### src/rtl/bic_defines.vh
`ifndef BIC_DEFINES_VH
`define BIC_DEFINES_VH
//
// Summary of operation
// - free read-write routing byte, unused by logic
// - pin selector: 0 none, 1-4 INTA-INTD
// - reset selector zero: no legacy interrupts
// - bit 0 gates poisoned TLP logging
// - bit 1 forwards secondary error messages upstream
// - reporting also needs command/device control enable
// - bit 2 sends ISA aliases upstream
// - bit 3 forwards VGA addresses downstream
// - bit 4 width select needs VGA forwarding
// - 10-bit decode aliases, 16-bit does not
// - bit 6 starts up/downstream secondary reset

// ----------------------------------------------------------------
// register offsets
// ----------------------------------------------------------------
`define BIC_OFS_ROUTE      8'h3C
`define BIC_OFS_PIN        8'h3D
`define BIC_OFS_CTRL       8'h3E
`define BIC_OFS_EVT_STAT   8'h80
`define BIC_OFS_EVT_MASK   8'h82
`define BIC_OFS_STATE      8'h84

// ----------------------------------------------------------------
// reset values and masks
// ----------------------------------------------------------------
`define BIC_RST_ROUTE      8'h00
`define BIC_RST_PIN        8'h00
`define BIC_RST_CTRL       16'h0000
`define BIC_CTRL_WMASK     16'h005F
`define BIC_RST_EVT        3'h0

// ----------------------------------------------------------------
// control word fields
// ----------------------------------------------------------------
`define BIC_CTL_POISON_LOG 0
`define BIC_CTL_ERR_FWD    1
`define BIC_CTL_ISA        2
`define BIC_CTL_VGA        3
`define BIC_CTL_VGA16      4
`define BIC_CTL_SEC_RST    6

// ----------------------------------------------------------------
// event status fields
// ----------------------------------------------------------------
`define BIC_EVT_POISON     0
`define BIC_EVT_ERR_FWD    1
`define BIC_EVT_SEC_RST    2
`define BIC_EVT_W          3

// ----------------------------------------------------------------
// pin selector codes
// ----------------------------------------------------------------
`define BIC_PIN_NONE       8'h00
`define BIC_PIN_INTA       8'h01
`define BIC_PIN_INTB       8'h02
`define BIC_PIN_INTC       8'h03
`define BIC_PIN_INTD       8'h04

`endif

### src/rtl/bic_route.v
`timescale 1ns/10ps
`include "bic_defines.vh"

module bic_route (
  input  wire        core_clk,
  input  wire        rst,
  input  wire        ce,
  input  wire        req_valid,
  input  wire        req_is_io,
  input  wire [31:0] req_addr,
  input  wire        req_in_window,
  input  wire        isa_en,
  input  wire        vga_en,
  input  wire        vga_wide,
  output reg         route_valid,
  output reg         route_down,
  output reg         route_up
);

  // ----------------------------------------------------------------
  // address decode
  // ----------------------------------------------------------------
  wire       low64k  = (req_addr[31:16] == 16'h0000);
  wire [9:0] a10     = req_addr[9:0];
  wire       isa_hit = req_is_io && low64k && (req_addr[9:8] != 2'h0);
  wire       isa_up  = isa_en && req_in_window && isa_hit;
  wire       vio10   = ((a10 >= 10'h3B0) && (a10 <= 10'h3BB)) ||
                       ((a10 >= 10'h3C0) && (a10 <= 10'h3DF));
  // 16-bit mode refuses the aliases above the first 1 KB
  wire       vio_ok  = vga_wide ? (low64k && req_addr[15:10] == 6'h00)
                                : 1'b1;
  wire       vio_hit = req_is_io && vio10 && vio_ok;
  wire       vmem    = !req_is_io && (req_addr[31:17] == 15'h0005);
  wire       vga_dn  = vga_en && (vio_hit || vmem);

  always @(posedge core_clk) begin
    if (rst) begin
      route_valid <= 1'b0;
      route_down  <= 1'b0;
      route_up    <= 1'b0;
    end else if (ce) begin
      route_valid <= req_valid;
      route_down  <= req_valid && (vga_dn || (req_in_window && !isa_up));
      route_up    <= req_valid && isa_up && !vga_dn;
    end
  end

endmodule // bic_route

### src/rtl/bic_regs.v
// Strobed register access is this design's own decision.
`timescale 1ns/10ps
`include "bic_defines.vh"

module bic_regs (
  input  wire        core_clk,
  input  wire        rst,
  input  wire        ce,
  input  wire [7:0]  reg_addr,
  input  wire [15:0] reg_wdata,
  input  wire        reg_wr,
  input  wire        reg_rd,
  output wire [15:0] reg_rdata,
  output wire        irq,
  input  wire        is_downstream,
  input  wire        hotplug_event,
  output wire [3:0]  intx_out,
  output wire        legacy_msg_en,
  input  wire        poison_tlp,
  output wire        master_parity_error_flag,
  input  wire        sec_err_valid,
  input  wire [1:0]  sec_err_kind,
  input  wire        cmd_err_report_en,
  input  wire        devctl_err_report_en,
  output wire        err_fwd_valid,
  output wire [1:0]  err_fwd_kind,
  output wire        err_report_valid,
  output wire        sec_reset_active,
  output wire        sec_reset_up_start,
  output wire        sec_reset_down_start,
  input  wire        req_valid,
  input  wire        req_is_io,
  input  wire [31:0] req_addr,
  input  wire        req_in_window,
  output wire        route_valid,
  output wire        route_down,
  output wire        route_up
);

  // ----------------------------------------------------------------
  // pin selector decode
  // ----------------------------------------------------------------
  function [3:0] pin_onehot;
    input [7:0] sel;
    begin
      case (sel)
        `BIC_PIN_INTA: pin_onehot = 4'h1;
        `BIC_PIN_INTB: pin_onehot = 4'h2;
        `BIC_PIN_INTC: pin_onehot = 4'h4;
        `BIC_PIN_INTD: pin_onehot = 4'h8;
        default:       pin_onehot = 4'h0;
      endcase
    end
  endfunction

  // ----------------------------------------------------------------
  // state
  // ----------------------------------------------------------------
  reg  [7:0]          route_byte_q;
  reg  [7:0]          pin_sel_q;
  reg  [15:0]         ctrl_q;
  reg  [`BIC_EVT_W-1:0] evt_stat_q;
  reg  [`BIC_EVT_W-1:0] evt_mask_q;
  reg  [15:0]         rdata_q;
  reg  [3:0]          intx_q;
  reg                 legacy_q;
  reg                 mpe_q;
  reg                 fwd_valid_q;
  reg  [1:0]          fwd_kind_q;
  reg                 report_q;
  reg                 srst_up_q;
  reg                 srst_dn_q;
  reg  [15:0]         rdata_d;
  wire [`BIC_EVT_W-1:0] evt_stat_d;
  reg  [15:0]         ctrl_d;

  wire wr_route = reg_wr && (reg_addr == `BIC_OFS_ROUTE);
  wire wr_pin   = reg_wr && (reg_addr == `BIC_OFS_PIN);
  wire wr_ctrl  = reg_wr && (reg_addr == `BIC_OFS_CTRL);
  wire wr_stat  = reg_wr && (reg_addr == `BIC_OFS_EVT_STAT);
  wire wr_mask  = reg_wr && (reg_addr == `BIC_OFS_EVT_MASK);

  wire poison_log = ctrl_q[`BIC_CTL_POISON_LOG];
  wire err_fwd_en = ctrl_q[`BIC_CTL_ERR_FWD];
  wire srst_bit   = ctrl_q[`BIC_CTL_SEC_RST];
  wire rpt_en     = cmd_err_report_en || devctl_err_report_en;

  // ----------------------------------------------------------------
  // events
  // ----------------------------------------------------------------
  wire ev_poison = ce && poison_tlp && poison_log;
  wire ev_errfwd = ce && sec_err_valid && err_fwd_en;
  wire srst_rise = wr_ctrl && reg_wdata[`BIC_CTL_SEC_RST] && !srst_bit;
  wire ev_srst   = ce && srst_rise;
  wire [`BIC_EVT_W-1:0] ev_vec = {ev_srst, ev_errfwd, ev_poison};

  // ----------------------------------------------------------------
  // control word next value
  // ----------------------------------------------------------------
  always @* begin
    ctrl_d = ctrl_q;
    if (wr_ctrl) begin
      ctrl_d = reg_wdata & `BIC_CTRL_WMASK;
    end
  end

  // ----------------------------------------------------------------
  // sticky status, write one to clear, set wins
  // ----------------------------------------------------------------
  genvar g;
  generate
    for (g = 0; g < `BIC_EVT_W; g = g + 1) begin : g_evt
      assign evt_stat_d[g] = ev_vec[g] || (evt_stat_q[g] && !(wr_stat && reg_wdata[g]));
    end
  endgenerate

  // ----------------------------------------------------------------
  // read mux
  // ----------------------------------------------------------------
  always @* begin
    rdata_d = 16'h0000;
    case (reg_addr)
      `BIC_OFS_ROUTE:    rdata_d = {8'h00, route_byte_q};
      `BIC_OFS_PIN:      rdata_d = {8'h00, pin_sel_q};
      `BIC_OFS_CTRL:     rdata_d = ctrl_q & `BIC_CTRL_WMASK;
      `BIC_OFS_EVT_STAT: rdata_d = {13'h0000, evt_stat_q};
      `BIC_OFS_EVT_MASK: rdata_d = {13'h0000, evt_mask_q};
      `BIC_OFS_STATE:    rdata_d = {14'h0000, srst_bit, is_downstream};
      default:           rdata_d = 16'h0000;
    endcase
  end

  // ----------------------------------------------------------------
  // register file
  // ----------------------------------------------------------------
  always @(posedge core_clk) begin
    if (rst) begin
      route_byte_q <= `BIC_RST_ROUTE;
      pin_sel_q    <= `BIC_RST_PIN;
      ctrl_q       <= `BIC_RST_CTRL;
      evt_stat_q   <= `BIC_RST_EVT;
      evt_mask_q   <= `BIC_RST_EVT;
      rdata_q      <= 16'h0000;
    end else if (ce) begin
      if (wr_route) begin
        route_byte_q <= reg_wdata[7:0];
      end
      if (wr_pin) begin
        pin_sel_q <= reg_wdata[7:0];
      end
      if (wr_mask) begin
        evt_mask_q <= reg_wdata[`BIC_EVT_W-1:0];
      end
      ctrl_q     <= ctrl_d;
      evt_stat_q <= evt_stat_d;
      if (reg_rd) begin
        rdata_q <= rdata_d;
      end else begin
        rdata_q <= 16'h0000;
      end
    end
  end

  // ----------------------------------------------------------------
  // legacy interrupt signalling
  // ----------------------------------------------------------------
  // values 0x2..0x4 decode faithfully; software keeps to 0x0/0x1
  always @(posedge core_clk) begin
    if (rst) begin
      intx_q   <= 4'h0;
      legacy_q <= 1'b0;
    end else if (ce) begin
      intx_q   <= (is_downstream && hotplug_event) ? pin_onehot(pin_sel_q)
                                                  : 4'h0;
      legacy_q <= (pin_onehot(pin_sel_q) != 4'h0);
    end
  end

  // ----------------------------------------------------------------
  // poison logging and error forwarding
  // ----------------------------------------------------------------
  always @(posedge core_clk) begin
    if (rst) begin
      mpe_q       <= 1'b0;
      fwd_valid_q <= 1'b0;
      fwd_kind_q  <= 2'h0;
      report_q    <= 1'b0;
    end else if (ce) begin
      mpe_q       <= evt_stat_d[`BIC_EVT_POISON];
      fwd_valid_q <= sec_err_valid && err_fwd_en;
      fwd_kind_q  <= sec_err_kind;
      report_q    <= sec_err_valid && err_fwd_en && rpt_en;
    end
  end

  // ----------------------------------------------------------------
  // secondary bus reset
  // ----------------------------------------------------------------
  // port config stays writable; software refrains during reset
  always @(posedge core_clk) begin
    if (rst) begin
      srst_up_q <= 1'b0;
      srst_dn_q <= 1'b0;
    end else if (ce) begin
      srst_up_q <= srst_rise && !is_downstream;
      srst_dn_q <= srst_rise && is_downstream;
    end
  end

  // ----------------------------------------------------------------
  // request routing
  // ----------------------------------------------------------------
  bic_route u_route (
    .core_clk      (core_clk),
    .rst           (rst),
    .ce            (ce),
    .req_valid     (req_valid),
    .req_is_io     (req_is_io),
    .req_addr      (req_addr),
    .req_in_window (req_in_window),
    .isa_en        (ctrl_q[`BIC_CTL_ISA]),
    .vga_en        (ctrl_q[`BIC_CTL_VGA]),
    .vga_wide      (ctrl_q[`BIC_CTL_VGA16]),
    .route_valid   (route_valid),
    .route_down    (route_down),
    .route_up      (route_up)
  );

  // ----------------------------------------------------------------
  // outputs
  // ----------------------------------------------------------------
  assign reg_rdata                = rdata_q;
  assign irq                      = |(evt_stat_q & evt_mask_q);
  assign intx_out                 = intx_q;
  assign legacy_msg_en            = legacy_q;
  assign master_parity_error_flag = mpe_q;
  assign err_fwd_valid            = fwd_valid_q;
  assign err_fwd_kind             = fwd_kind_q;
  assign err_report_valid         = report_q;
  assign sec_reset_active         = srst_bit;
  assign sec_reset_up_start       = srst_up_q;
  assign sec_reset_down_start     = srst_dn_q;

endmodule // bic_regs

### config.mk
export PLATFORM = sky130hd
export DESIGN_NAME = bic_regs
export DESIGN_NICKNAME = d
export VERILOG_FILES = /design/src/rtl/bic_route.v /design/src/rtl/bic_regs.v
export VERILOG_INCLUDE_DIRS = /design/src /design/src/rtl
export SDC_FILE = /design/constraint.sdc
export NUM_CORES = 1
export LEC_CHECK = 0
export ABC_AREA = 0
export BUFFER_PORTS_ARGS = -buffer_cell sky130_fd_sc_hd__clkbuf_2
export CAP_MARGIN = 20
export CORE_MARGIN = 4
export CORE_UTILIZATION = 50
export CTS_CLUSTER_DIAMETER = 200
export CTS_CLUSTER_SIZE = 28
export DETAILED_ROUTE_END_ITERATION = 10
export GPL_TIMING_DRIVEN = 0
export PLACE_DENSITY = 0.89
export SKIP_LAST_GASP = 1
export SYNTH_ARGS = -nofsm -noshare
export SYNTH_HDL_FRONTEND = slang
export SYNTH_SLANG_ARGS = --single-unit
export TNS_END_PERCENT = 50
### constraint.sdc
create_clock -name core_clk -period 2.65 [get_ports core_clk]
set_input_delay 0.265 -clock core_clk [delete_from_list [all_inputs] [get_ports core_clk]]
set_output_delay 0.265 -clock core_clk [all_outputs]
set_load 0.01 [all_outputs]
=== Word-level counts from Yosys, hierarchy flattened ===
Index checks and enable logic that the tools add are counted.

* Bits in registers: 59
* Output and inout port bits: 33

* Multiplexer cells: 7
* Eq/ne operators: 11
* Bitwise gates (word level): 1
* $lt $le $gt $ge: 4
* Reduce and logical (&&, ||, !) cells: 62

{| class="wikitable"
|+ Operator list
! cell !! count
|-
| case mux 8 bit (6 select lines) || 1
|-
| logical AND 1 bit || 38
|-
| equality test 8 x 6 -> 1 bit (second input constant) || 3
|-
| equality test 8 bit (second input constant) || 3
|-
| greater-or-equal comparator 10 bit (second input constant) || 2
|-
| less-or-equal comparator 10 bit (second input constant) || 2
|-
| equality test 8 x 2 -> 1 bit (second input constant) || 2
|-
| zero test 16 bit || 1
|-
| two-way mux 16 bit || 1
|-
| case mux 4 bit (4 select lines) || 1
|-
| equality test 15 x 3 -> 1 bit (second input constant) || 1
|-
| two-way mux 4 bit || 3
|-
| equality test 8 x 1 -> 1 bit (second input constant) || 1
|-
| equality test 8 x 3 -> 1 bit (second input constant) || 1
|-
| zero test 1 bit || 8
|-
| AND reduction 2 bit || 4
|-
| logical OR 1 bit || 7
|-
| zero test 6 bit || 1
|-
| nonzero test 4 bit || 1
|-
| AND 3 bit || 1
|-
| OR reduction 3 bit || 1
|-
| nonzero test 2 bit || 1
|-
| two-way mux 1 bit || 1
|}

=== Logic depth before layout (Yosys ltp) ===
Gate-level depths: netlist (run 1).

* Word-level depth: 9
* Mapped depth: 8
* Depth with buffers taken out: 5

=== Modules after synthesis ===
From an unflattened synthesis (run 1), not the netlist that was laid out.

* Cells, all modules: 275
* Area, all modules: 2,479.9 um^2

{| class="wikitable"
|+ Modules (own cells, without submodules)
! module !! cells each !! seq. area each (um^2) !! area an instance (um^2) !! times used
|-
| bic_regs || 239 || 940.9 || 2,213.4 || 1
|-
| bic_route || 36 || 60.1 || 266.5 || 1
|}

=== Worst setup path after synthesis (run 1) ===
No wires, ideal clock.

* Path kind: register to register
* Start: register pin_sel_q[3]
* End: register intx_q[2], in the netlist intx_out[2]
* Arrival time: 1.490 ns
* Setup time: 0.067 ns
* Setup slack: 1.093 ns
* Cell stages (with the launch flop): 6
* Cells stage by stage: dfxtp_1 or4_4 nor3_2 nand4b_1 or2_0 a21oi_2

* Longest elaborated chain between the ends: 3
* Elaborated cells on any way between the ends: 6

{| class="wikitable"
|+ Ends and longest elaborated chain
! element !! line !! RTL
|-
| from (decl) || bic_regs.v:60 || <nowiki>reg [7:0] pin_sel_q;</nowiki>
|-
| from (signal assigned) || bic_regs.v:139 || <nowiki>pin_sel_q <= `BIC_RST_PIN;</nowiki>
|-
| from (signal assigned) || bic_regs.v:149 || <nowiki>pin_sel_q <= reg_wdata[7:0];</nowiki>
|-
| equality test 8 x 3 -> 1 bit, or another cell as far along || bic_regs.v:46 || <nowiki>case (sel)</nowiki>
|-
| case mux 4 bit (4 select lines) * || bic_regs.v:46 ||
|-
| two-way mux 4 bit * || bic_regs.v:173 || <nowiki>intx_q <= (is_downstream && hotplug_event) ? pin_onehot(pin_sel_q)</nowiki>
|-
| to (signal assigned) || bic_regs.v:173 ||
|-
| to (decl) || bic_regs.v:65 || <nowiki>reg [3:0] intx_q;</nowiki>
|}

Mark *: on every way between the ends. The rest lies on a longest branch, timed or not.
A chain may end at the register's enable or synchronous reset.

=== Worst setup path in the final report (run 1) ===
Ends and elaborated chain as after synthesis.

==> impl_metrics.toml, run 1 <==
[worst_setup_path]
crit_required_ps = 2900
cp-start-kind = "flop"
reg2reg_to = "intx_out[2]$_SDFFE_PP0P_"
crit_type = "reg -> reg"
worst_path_largest_cell_delay_ps = 540
rr_startpoint = "pin_sel_q[3]$_SDFFE_PP0P_"
cp_cell_sequence = "or4_4 > nor3_2 > nand4b_1 > or2_0 > a21oi_2"
reg2reg_depth = 5
slowest_stage = "or4_4"
critPathMaxFanout = 3
reg2reg_slack_ps = 920
crit_start = "pin_sel_q[3]$_SDFFE_PP0P_"
crit_arrival_ps = 1980
end_kind = "flop"

[clocking]
cts_tree = "yes"
clk_latency_ps = 310
cts_resized = 0
numCtsBuffers = 5
ctsHoldBuffers = 0
postCtsSetupBuffers = 0
root_buffer = "clkbuf_8"
htreeDepth = 2
cts_buffer_depth = 2
clk_pin_slew_worst_paths_ps = 90
clock_sinks = 50

[synth]
synthTopCellsByArea = "dfxtp_1 (41%), mux2i_1 (14%), nor2_1 (6.1%)"
yosys_most_used_dff = "dfxtp_1"
synth_top_area_share_pct = 41.4
yosysSeqAreaShare_pct = 41.4
yosysWarnings = 0
synth_top_cell_by_area = "dfxtp_1"
netlist_area_um2 = 2420
ys_types = 43
syn_avg_cell_area_um2 = 8.64
synth-edff-count = 0
async_flop_share_pct = 0
synth_cells = 280
synth_seq_cells = 50

[timing]
fin_setup_tns_ps = 0
slew_viol_final = 0
rsz0062_at_grt = "no"
holdWs_ps = 196
max_freq_ghz = 0.578
tightest_slew_ps = 546
period_needed_ps = 1730
post-route-period-util_pct = 65.3
worst_slew_margin_rel_pct = 63.6
hold_viol_final = 0
fin_skew_ps = 6.30
setup_viol = 0

[final_layout]
synthToLayoutAreaGrowth_pct = 25.6
fin_nets = 450
mostFrequentLayoutCells = "clkbuf_2 (84), dfxtp_1 (50), nor2_1 (39)"
finalCoreUtilization_pct = 64.7
drive_above_1_share_pct = 29.8
diodes = 0
stdcell_area_um2 = 3040
mostFrequentLayoutCell = "clkbuf_2"

[grt]
grt_overflow = 0
grt_max_degree = 16
grt_pass1_vias = 2328
antenna_found_initial = 0
grt_pass1_wl_um = 10400
grt.total_usage_pct = 21.6

[run_status]
status = "finished, final reports clean"

[detailed_routing]
vias_per_cell = 5.45
drt_iter0_markers = 122
drc = 0
drt_wl_total_um = 6310
ant_nets = 0
vias = 2362
drt_pre_antenna_iters = 5
post_drt_wl_per_cell_um = 14.6

[floorplanning]
rows = 25
fp.dieW_um = 77.6
boundaryPins = 105
die-area_um2 = 6010
coreArea_um2 = 4690
die_height_um = 77.6
start_util_pct = 51.5

[job]
drv_cap = 0

[power_and_ir_drop]
ir_drop_uv = 237
powerDensity_nw_per_um2 = 459
p_leak_nw = 1.35

[place]
port_buffers = 84
gp_congestion = 0.857
post_dp_cell_area_um2 = 2930
dp_hpwl_um = 5020

[hold_path]
min_path_type = "in -> reg"
holdPathEnd = "err_fwd_kind[1]$_SDFFE_PP0P_"
holdCritStartpoint = "sec_err_kind[1]"
hold_depth = 3
## logic make-up after synthesis
| kind of cell | count (synthesis) | share of synthesized area, % |
|---|---|---|
| flops | 50 | 41.4 |
| xor+xnor | 1 | 0.362 |
| simple gates | 116 | 24.4 |
| buf+inv | 31 | 6.47 |
| mux | 35 | 14.5 |
| other cells | 1 | 0.155 |
| compound gates | 46 | 12.8 |
## cell usage after synthesis (2+ instances only)
cell	n
nor2b_1	7
mux2i_1	35
buf_2	5
a21oi_1	15
nand2b_1	2
o2bb2ai_1	7
nand4_1	4
a2bb2oi_1	2
nor3_1	4
nand2_1	29
nor2_1	39
and3_1	2
clkbuf_1	11
o21ai_0	9
a32oi_1	4
nand3_1	7
a22o_1	2
buf_4	9
dfxtp_1	50
inv_1	6
nor3_2	2
nor4_1	5
nand4b_1	4
## metal layers
layer	share of wire [%]	global-route usage, %
met3	10	5.68
met5	0	0
met4	1.6	8.19
met2	47	37.2
met1	41	25.7
## worst max path at each step
stage / to / depth (start not counted)
after CTS: intx_out[2]$_SDFFE_PP0P_ / 5
after global placement: ctrl_q[6]$_SDFFE_PP0P_ / 8
after detailed placement: route_byte_q[4]$_SDFFE_PP0P_ / 8
final: intx_out[2]$_SDFFE_PP0P_ / 5
after global routing: intx_out[2]$_SDFFE_PP0P_ / 5
after floorplan: intx_out[2]$_SDFFE_PP0P_ / 5
## sequential cells by signal, summed over array words and instances (netlist names), 2 cells and up
signal and count:
pin_sel_q 8, route_byte_q 8, intx_out 4, evt_mask_q 3, ctrl_q 6, reg_rdata 8, err_fwd_kind 2, evt_stat_q 3
## stage by stage
| stage | total power [mW] | worst slack, ps | cells |
|---|---|---|---|
| 2_1_floorplan | 0.840 | 1090 | 287 |
| 3_3_place_gp | 0.913 | 847 | 425 |
| 3_5_place_dp | 0.917 | 784 | 425 |
| 4_1_cts | 1.39 | 927 | 433 |
| 5_1_grt | 1.44 | 830 | 433 |
| 6_report | 1.39 | 920 | 433 |
## critical path, delay by kind of cell, from the launching register on
kind / cells / cell delay, ps
flip-flops: 1 / 330
AO/OA/AOI/OAI: 1 / 120
AND/OR/NAND/NOR: 4 / 1220
## power breakdown
| part | leakage [nW] | switching, mW | internal (mW) |
|---|---|---|---|
| sequential | 0.403 | 0.00180 | 0.754 |
| combinational | 0.892 | 0.0814 | 0.0629 |
| clock | 0.0544 | 0.254 | 0.239 |
| total | 1.35 | 0.337 | 1.06 |
## area by class of cell
cell class | count | area [µm²]
Timing Repair Buffer | 84 | 420
Sequential cell | 50 | 1000
Clock buffer | 7 | 96.3
Fill cell | 393 | 1650
Buffer | 25 | 134
Clock inverter | 1 | 8.76
Inverter | 6 | 22.5
Multi-Input combinational cell | 206 | 1290
Tap cell | 54 | 67.6
No activity file was read; power rests on OpenSTA's default activity.
==> inputs of run 2 (changes only) <==
--- a/config.mk
+++ b/config.mk
@@ -10,12 +10,12 @@
 export BUFFER_PORTS_ARGS = -buffer_cell sky130_fd_sc_hd__clkbuf_2
 export CAP_MARGIN = 20
 export CORE_MARGIN = 4
-export CORE_UTILIZATION = 50
+export CORE_UTILIZATION = 43
 export CTS_CLUSTER_DIAMETER = 200
 export CTS_CLUSTER_SIZE = 28
 export DETAILED_ROUTE_END_ITERATION = 10
 export GPL_TIMING_DRIVEN = 0
-export PLACE_DENSITY = 0.89
+export PLACE_DENSITY = 0.81
 export SKIP_LAST_GASP = 1
 export SYNTH_ARGS = -nofsm -noshare
 export SYNTH_HDL_FRONTEND = slang
==> constraint.sdc (replaced) <==
create_clock -name core_clk -period 1.5 [get_ports core_clk]
set_input_delay 0.15 -clock core_clk [delete_from_list [all_inputs] [get_ports core_clk]]
set_output_delay 0.15 -clock core_clk [all_outputs]
set_load 0.01 [all_outputs]
==> run 2 against run 1 <==
Compared with the run above: the flow now finishes with violations (negative setup slack); combinational power increased by 83%; clock skew decreased by 1.9 ps; clock power increased by 90%; die area increased by 15%; critical path type unchanged; critical endpoint unchanged.
==> impl_metrics.toml, run 2 (synthesis gave the netlist of run 1 again) <==
[detailed_routing]
drt_pre_antenna_iters = 4
ant_nets = 0
post_drt_wl_per_cell_um = 14.8
vias = 2373
drt_wl_total_um = 6680
drt_iter0_markers = 192
drc = 0
vias_per_cell = 5.25

[timing]
worst_slew_margin_rel_pct = 60.7
max_freq_ghz = 0.620
slew_viol_final = 0
rsz0062_at_grt = "yes"
fin_skew_ps = 4.38
period_needed_ps = 1610
hold_viol_final = 0
tightest_slew_ps = 585
layout_setup_ws_ps = -113
post-route-period-util_pct = 108
setup_viol = 4

[final_layout]
mostFrequentLayoutCell = "clkbuf_2"
seq_area_um2 = 1000
stdcell_area_um2 = 3090
synthToLayoutAreaGrowth_pct = 27.8
mostFrequentLayoutCells = "clkbuf_2 (85), dfxtp_1 (48), nor2_1 (39)"
multi_input_area_um2 = 1310
drive_above_1_share_pct = 30.8
diodes = 0
fin_nets = 451
nFillCells = 515

[clocking]
clock_sinks = 50
root_buffer = "clkbuf_8"
htreeDepth = 2
ctsHoldBuffers = 0
clk_pin_slew_worst_paths_ps = 90
clk_latency_ps = 310
cts_tree = "yes"
numCtsBuffers = 5
cts_buffer_depth = 2

[hold_path]
min_path_type = "in -> reg"
holdCritStartpoint = "sec_err_kind[1]"

[grt]
grt.total_usage_pct = 19.6
grt_overflow = 0
grt_max_degree = 15
grt_pass1_vias = 2396
antenna_found_initial = 0
grt_pass1_wl_um = 11100

[power_and_ir_drop]
p_leak_nw = 1.35
p_total_mw = 2.53
clkPwrFrac_pct = 36.9
internal-power_mw = 1.95
ir_drop_uv = 577
p_comb_share_pct = 10.4
pwr-share-seq_pct = 52.7
powerDensity_nw_per_um2 = 820
p_switching_uw = 588
switching_share_pct = 23.2

[floorplanning]
die-area_um2 = 6890
coreArea_um2 = 5470
die_height_um = 83.0
rows = 27
boundaryPins = 105
start_util_pct = 44.2
fp.dieW_um = 83.0

[job]
drv_cap = 0

[run_status]
status = "finished, violations left"
failed_checks = "negative setup slack"

[worst_setup_path]
cp-start-kind = "flop"
crit_arrival_ps = 1860
critPathMaxFanout = 3
reg2reg_slack_ps = -110
crit_type = "reg -> reg"
end_kind = "flop"
rr_startpoint = "pin_sel_q[3]$_SDFFE_PP0P_"
crit_start = "pin_sel_q[3]$_SDFFE_PP0P_"
crit_required_ps = 1750

[place]
dp_hpwl_um = 5140
post_dp_cell_area_um2 = 2960
gp_congestion = 0.929
port_buffers = 84
==> run 2: cell types whose count changed in the layout (fill, tap and decap cells not counted), sizes merged <==
cell | before | now
clkinv | 1 | 0
buf | 14 | 15
bufinv | 0 | 1
==> run 2: worst paths after layout <==
path                                                      to  cells past startpoint
worst min register to register     reg_rdata[2]$_SDFFE_PP0P_                      2
worst min-delay path            err_fwd_kind[1]$_SDFFE_PP0P_                      3
worst max-delay path                intx_out[2]$_SDFFE_PP0P_                      5
worst max register to register      intx_out[2]$_SDFFE_PP0P_                      5
==> run 2: worst max-delay path: stages (launching register included) <==
cell and delay (ps):
dfxtp_2 330, or4_4 550, nor3_4 180, nand4b_1 130, or2_0 230, a21oi_2 130
==> run 2: routing by layer <==
layer  track usage (%)  routed length (µm)  vias up
met1              23.4                2890     1097
met4              6.09                  86        0
met2              33.7                3180       87
met3              5.85                 518       10
li1                  -                   -     1179
met5                 0                   0        -
==> run 2: metrics by stage <==
| stage | setup WS, ps | hold WS [ps] | utilization (%) | std cells | setup TNS (ps) |
|---|---|---|---|---|---|
| 2_1_floorplan | -2.25 | 286 | - | 287 | -2.25 |
| 3_3_place_gp | -210 | 388 | 54.1 | 443 | -5130 |
| 3_5_place_dp | -268 | 403 | 54.1 | 443 | -7000 |
| 4_1_cts | -118 | 83.4 | 56.1 | 451 | -233 |
| 5_1_grt | -235 | 83.5 | 56.5 | 452 | -711 |
| 6_report | -113 | 83.5 | 56.5 | 452 | -238 |
==> run 2: layout make-up <==
type                            instances  area share [%]
Multi-Input combinational cell        206            42.2
Sequential cell                        50            32.5
Timing Repair Buffer                   85            13.8
Buffer                                 25            4.37
Tap cell                               72            2.91
Clock buffer                            7            2.47
Clock inverter                          1           0.971
Inverter                                6           0.728
==> run 2: power groups by stage <==
| stage | logic [mW] | clock network [mW] | registers [mW] |
|---|---|---|---|
| after floorplan | 0.117 | 0 | 1.37 |
| after global placement | 0.251 | 0 | 1.37 |
| after detailed placement | 0.256 | 0 | 1.37 |
| after CTS | 0.257 | 0.943 | 1.34 |
| after global routing | 0.288 | 0.999 | 1.34 |
| final | 0.263 | 0.936 | 1.34 |
==> run 2: timing repair <==
item / CTS / global route
gates resized for setup: 0 / 6
setup buffers: 0 / 1
setup endpoints to repair: 3 / 24
pin swaps: 0 / 2
gates cloned: 0 / 0
==> inputs of run 3 (changes only) <==
--- a/config.mk
+++ b/config.mk
@@ -9,13 +9,15 @@
 export ABC_AREA = 0
 export BUFFER_PORTS_ARGS = -buffer_cell sky130_fd_sc_hd__clkbuf_2
 export CAP_MARGIN = 20
+export CELL_PAD_IN_SITES_DETAIL_PLACEMENT = 0
+export CELL_PAD_IN_SITES_GLOBAL_PLACEMENT = 1
 export CORE_MARGIN = 4
-export CORE_UTILIZATION = 43
+export CORE_UTILIZATION = 30
 export CTS_CLUSTER_DIAMETER = 200
 export CTS_CLUSTER_SIZE = 28
 export DETAILED_ROUTE_END_ITERATION = 10
 export GPL_TIMING_DRIVEN = 0
-export PLACE_DENSITY = 0.81
+export PLACE_DENSITY = 0.8
 export SKIP_LAST_GASP = 1
 export SYNTH_ARGS = -nofsm -noshare
 export SYNTH_HDL_FRONTEND = slang
==> run 3 against run 2 <==
Compared with the run above: the run still ends with negative setup slack left; first-iteration DRC count fell by 38%; core utilization is 16 points lower; combinational power is essentially flat; non-clock buffer count stayed put; hold slack improved by 2.3 ps; critical path type unchanged; highest routed layer unchanged.
==> impl_metrics.toml, run 3 (synthesis gave the netlist of run 1 again) <==
[run_status]
status = "finished, violations left"
failed_checks = "negative setup slack"

[detailed_routing]
ant_nets = 0
drt_iter0_markers = 119
drc = 0
post_drt_wl_per_cell_um = 14.6
vias_per_cell = 4.91
drt_pre_antenna_iters = 4
vias = 2365
drt_wl_total_um = 7030

[clocking]
numCtsBuffers = 5
root_buffer = "clkbuf_8"
clk_pin_slew_worst_paths_ps = 90
clk_latency_ps = 300
cts_buffer_depth = 2
htreeDepth = 2
cts_tree = "yes"
clock_sinks = 50
ctsHoldBuffers = 0

[worst_setup_path]
crit_required_ps = 1740
cp-endpoint = "intx_out[2]$_SDFFE_PP0P_"
end_kind = "flop"
crit_type = "reg -> reg"
slowest_stage = "or4_4"
reg2reg_slack_ps = -120
reg2reg_depth = 5
reg2reg_to = "intx_out[2]$_SDFFE_PP0P_"
worst_path_largest_cell_delay_ps = 560
cp_cell_sequence = "or4_4 > nor3_4 > nand4b_1 > or2_0 > a21oi_2"
path_depth = 5
crit_buf_inv = 0
critPathMaxFanout = 3
crit_arrival_ps = 1860
rr_startpoint = "pin_sel_q[3]$_SDFFE_PP0P_"
crit_family = "simple AND/OR/NAND/NOR gates"
crit_start = "pin_sel_q[3]$_SDFFE_PP0P_"
cp-start-kind = "flop"

[final_layout]
seq_area_um2 = 1000
synthToLayoutAreaGrowth_pct = 29.4
drive_above_1_share_pct = 31.1
final_cell_count_no_fill = 482
multi_input_area_um2 = 1310
mostFrequentLayoutCells = "clkbuf_2 (84), dfxtp_1 (49), nor2_1 (39)"
fin_nets = 451
nFillCells = 838
diodes = 0
mostFrequentLayoutCell = "clkbuf_2"

[grt]
grt_overflow = 0
antenna_found_initial = 0
grt_pass1_vias = 2278
grt_max_degree = 16
grt.total_usage_pct = 14.3
grt_pass1_wl_um = 11200

[place]
preCtsSetupSlack_ps = -296
port_buffers = 84
dp_cells = 473
gp_congestion = 0.865
dp_hpwl_um = 5500

[power_and_ir_drop]
ir_drop_uv = 374
powerDensity_nw_per_um2 = 809
p_leak_nw = 1.36

[timing]
fin_setup_tns_ps = -247
tightest_slew_ps = 623
setup_viol = 3
worst_slew_margin_rel_pct = 58.4
period_needed_ps = 1620
max_freq_ghz = 0.618
post-route-period-util_pct = 108
holdWs_ps = 85.9
slew_viol_final = 0
hold_viol_final = 0
fin_skew_ps = 2.09
layout_setup_ws_ps = -119
rsz0062_at_grt = "yes"

[floorplanning]
fp.dieW_um = 97.8
coreArea_um2 = 7770
boundaryPins = 105
die-area_um2 = 9560
rows = 32
start_util_pct = 31.1
die_height_um = 97.8

[hold_path]
min_path_type = "in -> reg"
hold_depth = 3

[job]
drv_cap = 0
run 3: how the worst min path moves through the flow:
stage / start / end / slack (ps)
floorplan: reg_wdata[0] / evt_mask_q[0]$_SDFFE_PP0P_ / 290
global placement: sec_err_kind[1] / err_fwd_kind[1]$_SDFFE_PP0P_ / 390
detailed placement: sec_err_kind[0] / err_fwd_kind[0]$_SDFFE_PP0P_ / 400
CTS: sec_err_kind[1] / err_fwd_kind[1]$_SDFFE_PP0P_ / 90
global route: sec_err_kind[1] / err_fwd_kind[1]$_SDFFE_PP0P_ / 90
finish: sec_err_kind[1] / err_fwd_kind[1]$_SDFFE_PP0P_ / 90
run 3: metal layers:
layer  vias up  track usage, %  share of wire (%)
met3         6            3.14                6.5
li1       1176               -                  -
met4         0            3.62               0.63
met5         -               0                  0
met2        76            24.4                 49
met1      1107            18.5                 44
run 3: stage by stage:
stage                     cell area, µm²  util (%)  power [mW]
final                               3130      40.3        2.53
after global routing                3130      40.3        2.64
after CTS                           3110      40.0        2.54
after detailed placement            3000      38.6        1.63
after global placement              3000      38.6        1.63
after floorplan                     2450         -        1.49
run 3: repair_timing:
item / CTS / global route
buffers inserted: 0 / 1
gates resized for setup: 0 / 4
pin swaps: 0 / 1
setup endpoints to repair: 3 / 20
run 3: where the power goes:
group | internal, mW | switching [mW]
Sequential | 1.33 | 0.00320
Clock | 0.491 | 0.441
Combinational | 0.112 | 0.152
run 3: area by class of cell:
| cell class | instances | share of cell area [%] |
|---|---|---|
| clock inverters | 3 | 1.28 |
| inverters | 6 | 0.719 |
| clock buffers | 5 | 2.20 |
| flip-flops and latches | 50 | 32.0 |
| well taps | 102 | 4.08 |
| plain buffers | 25 | 4.28 |
| multi-input cells | 206 | 41.8 |
| repair buffers | 85 | 13.7 |
run 3: worst reg2reg max path, cell delays in order (launching register included):
cell,delay (ps)
dfxtp_2,330
or4_4,560
nor3_4,170
nand4b_1,140
or2_0,230
a21oi_2,130
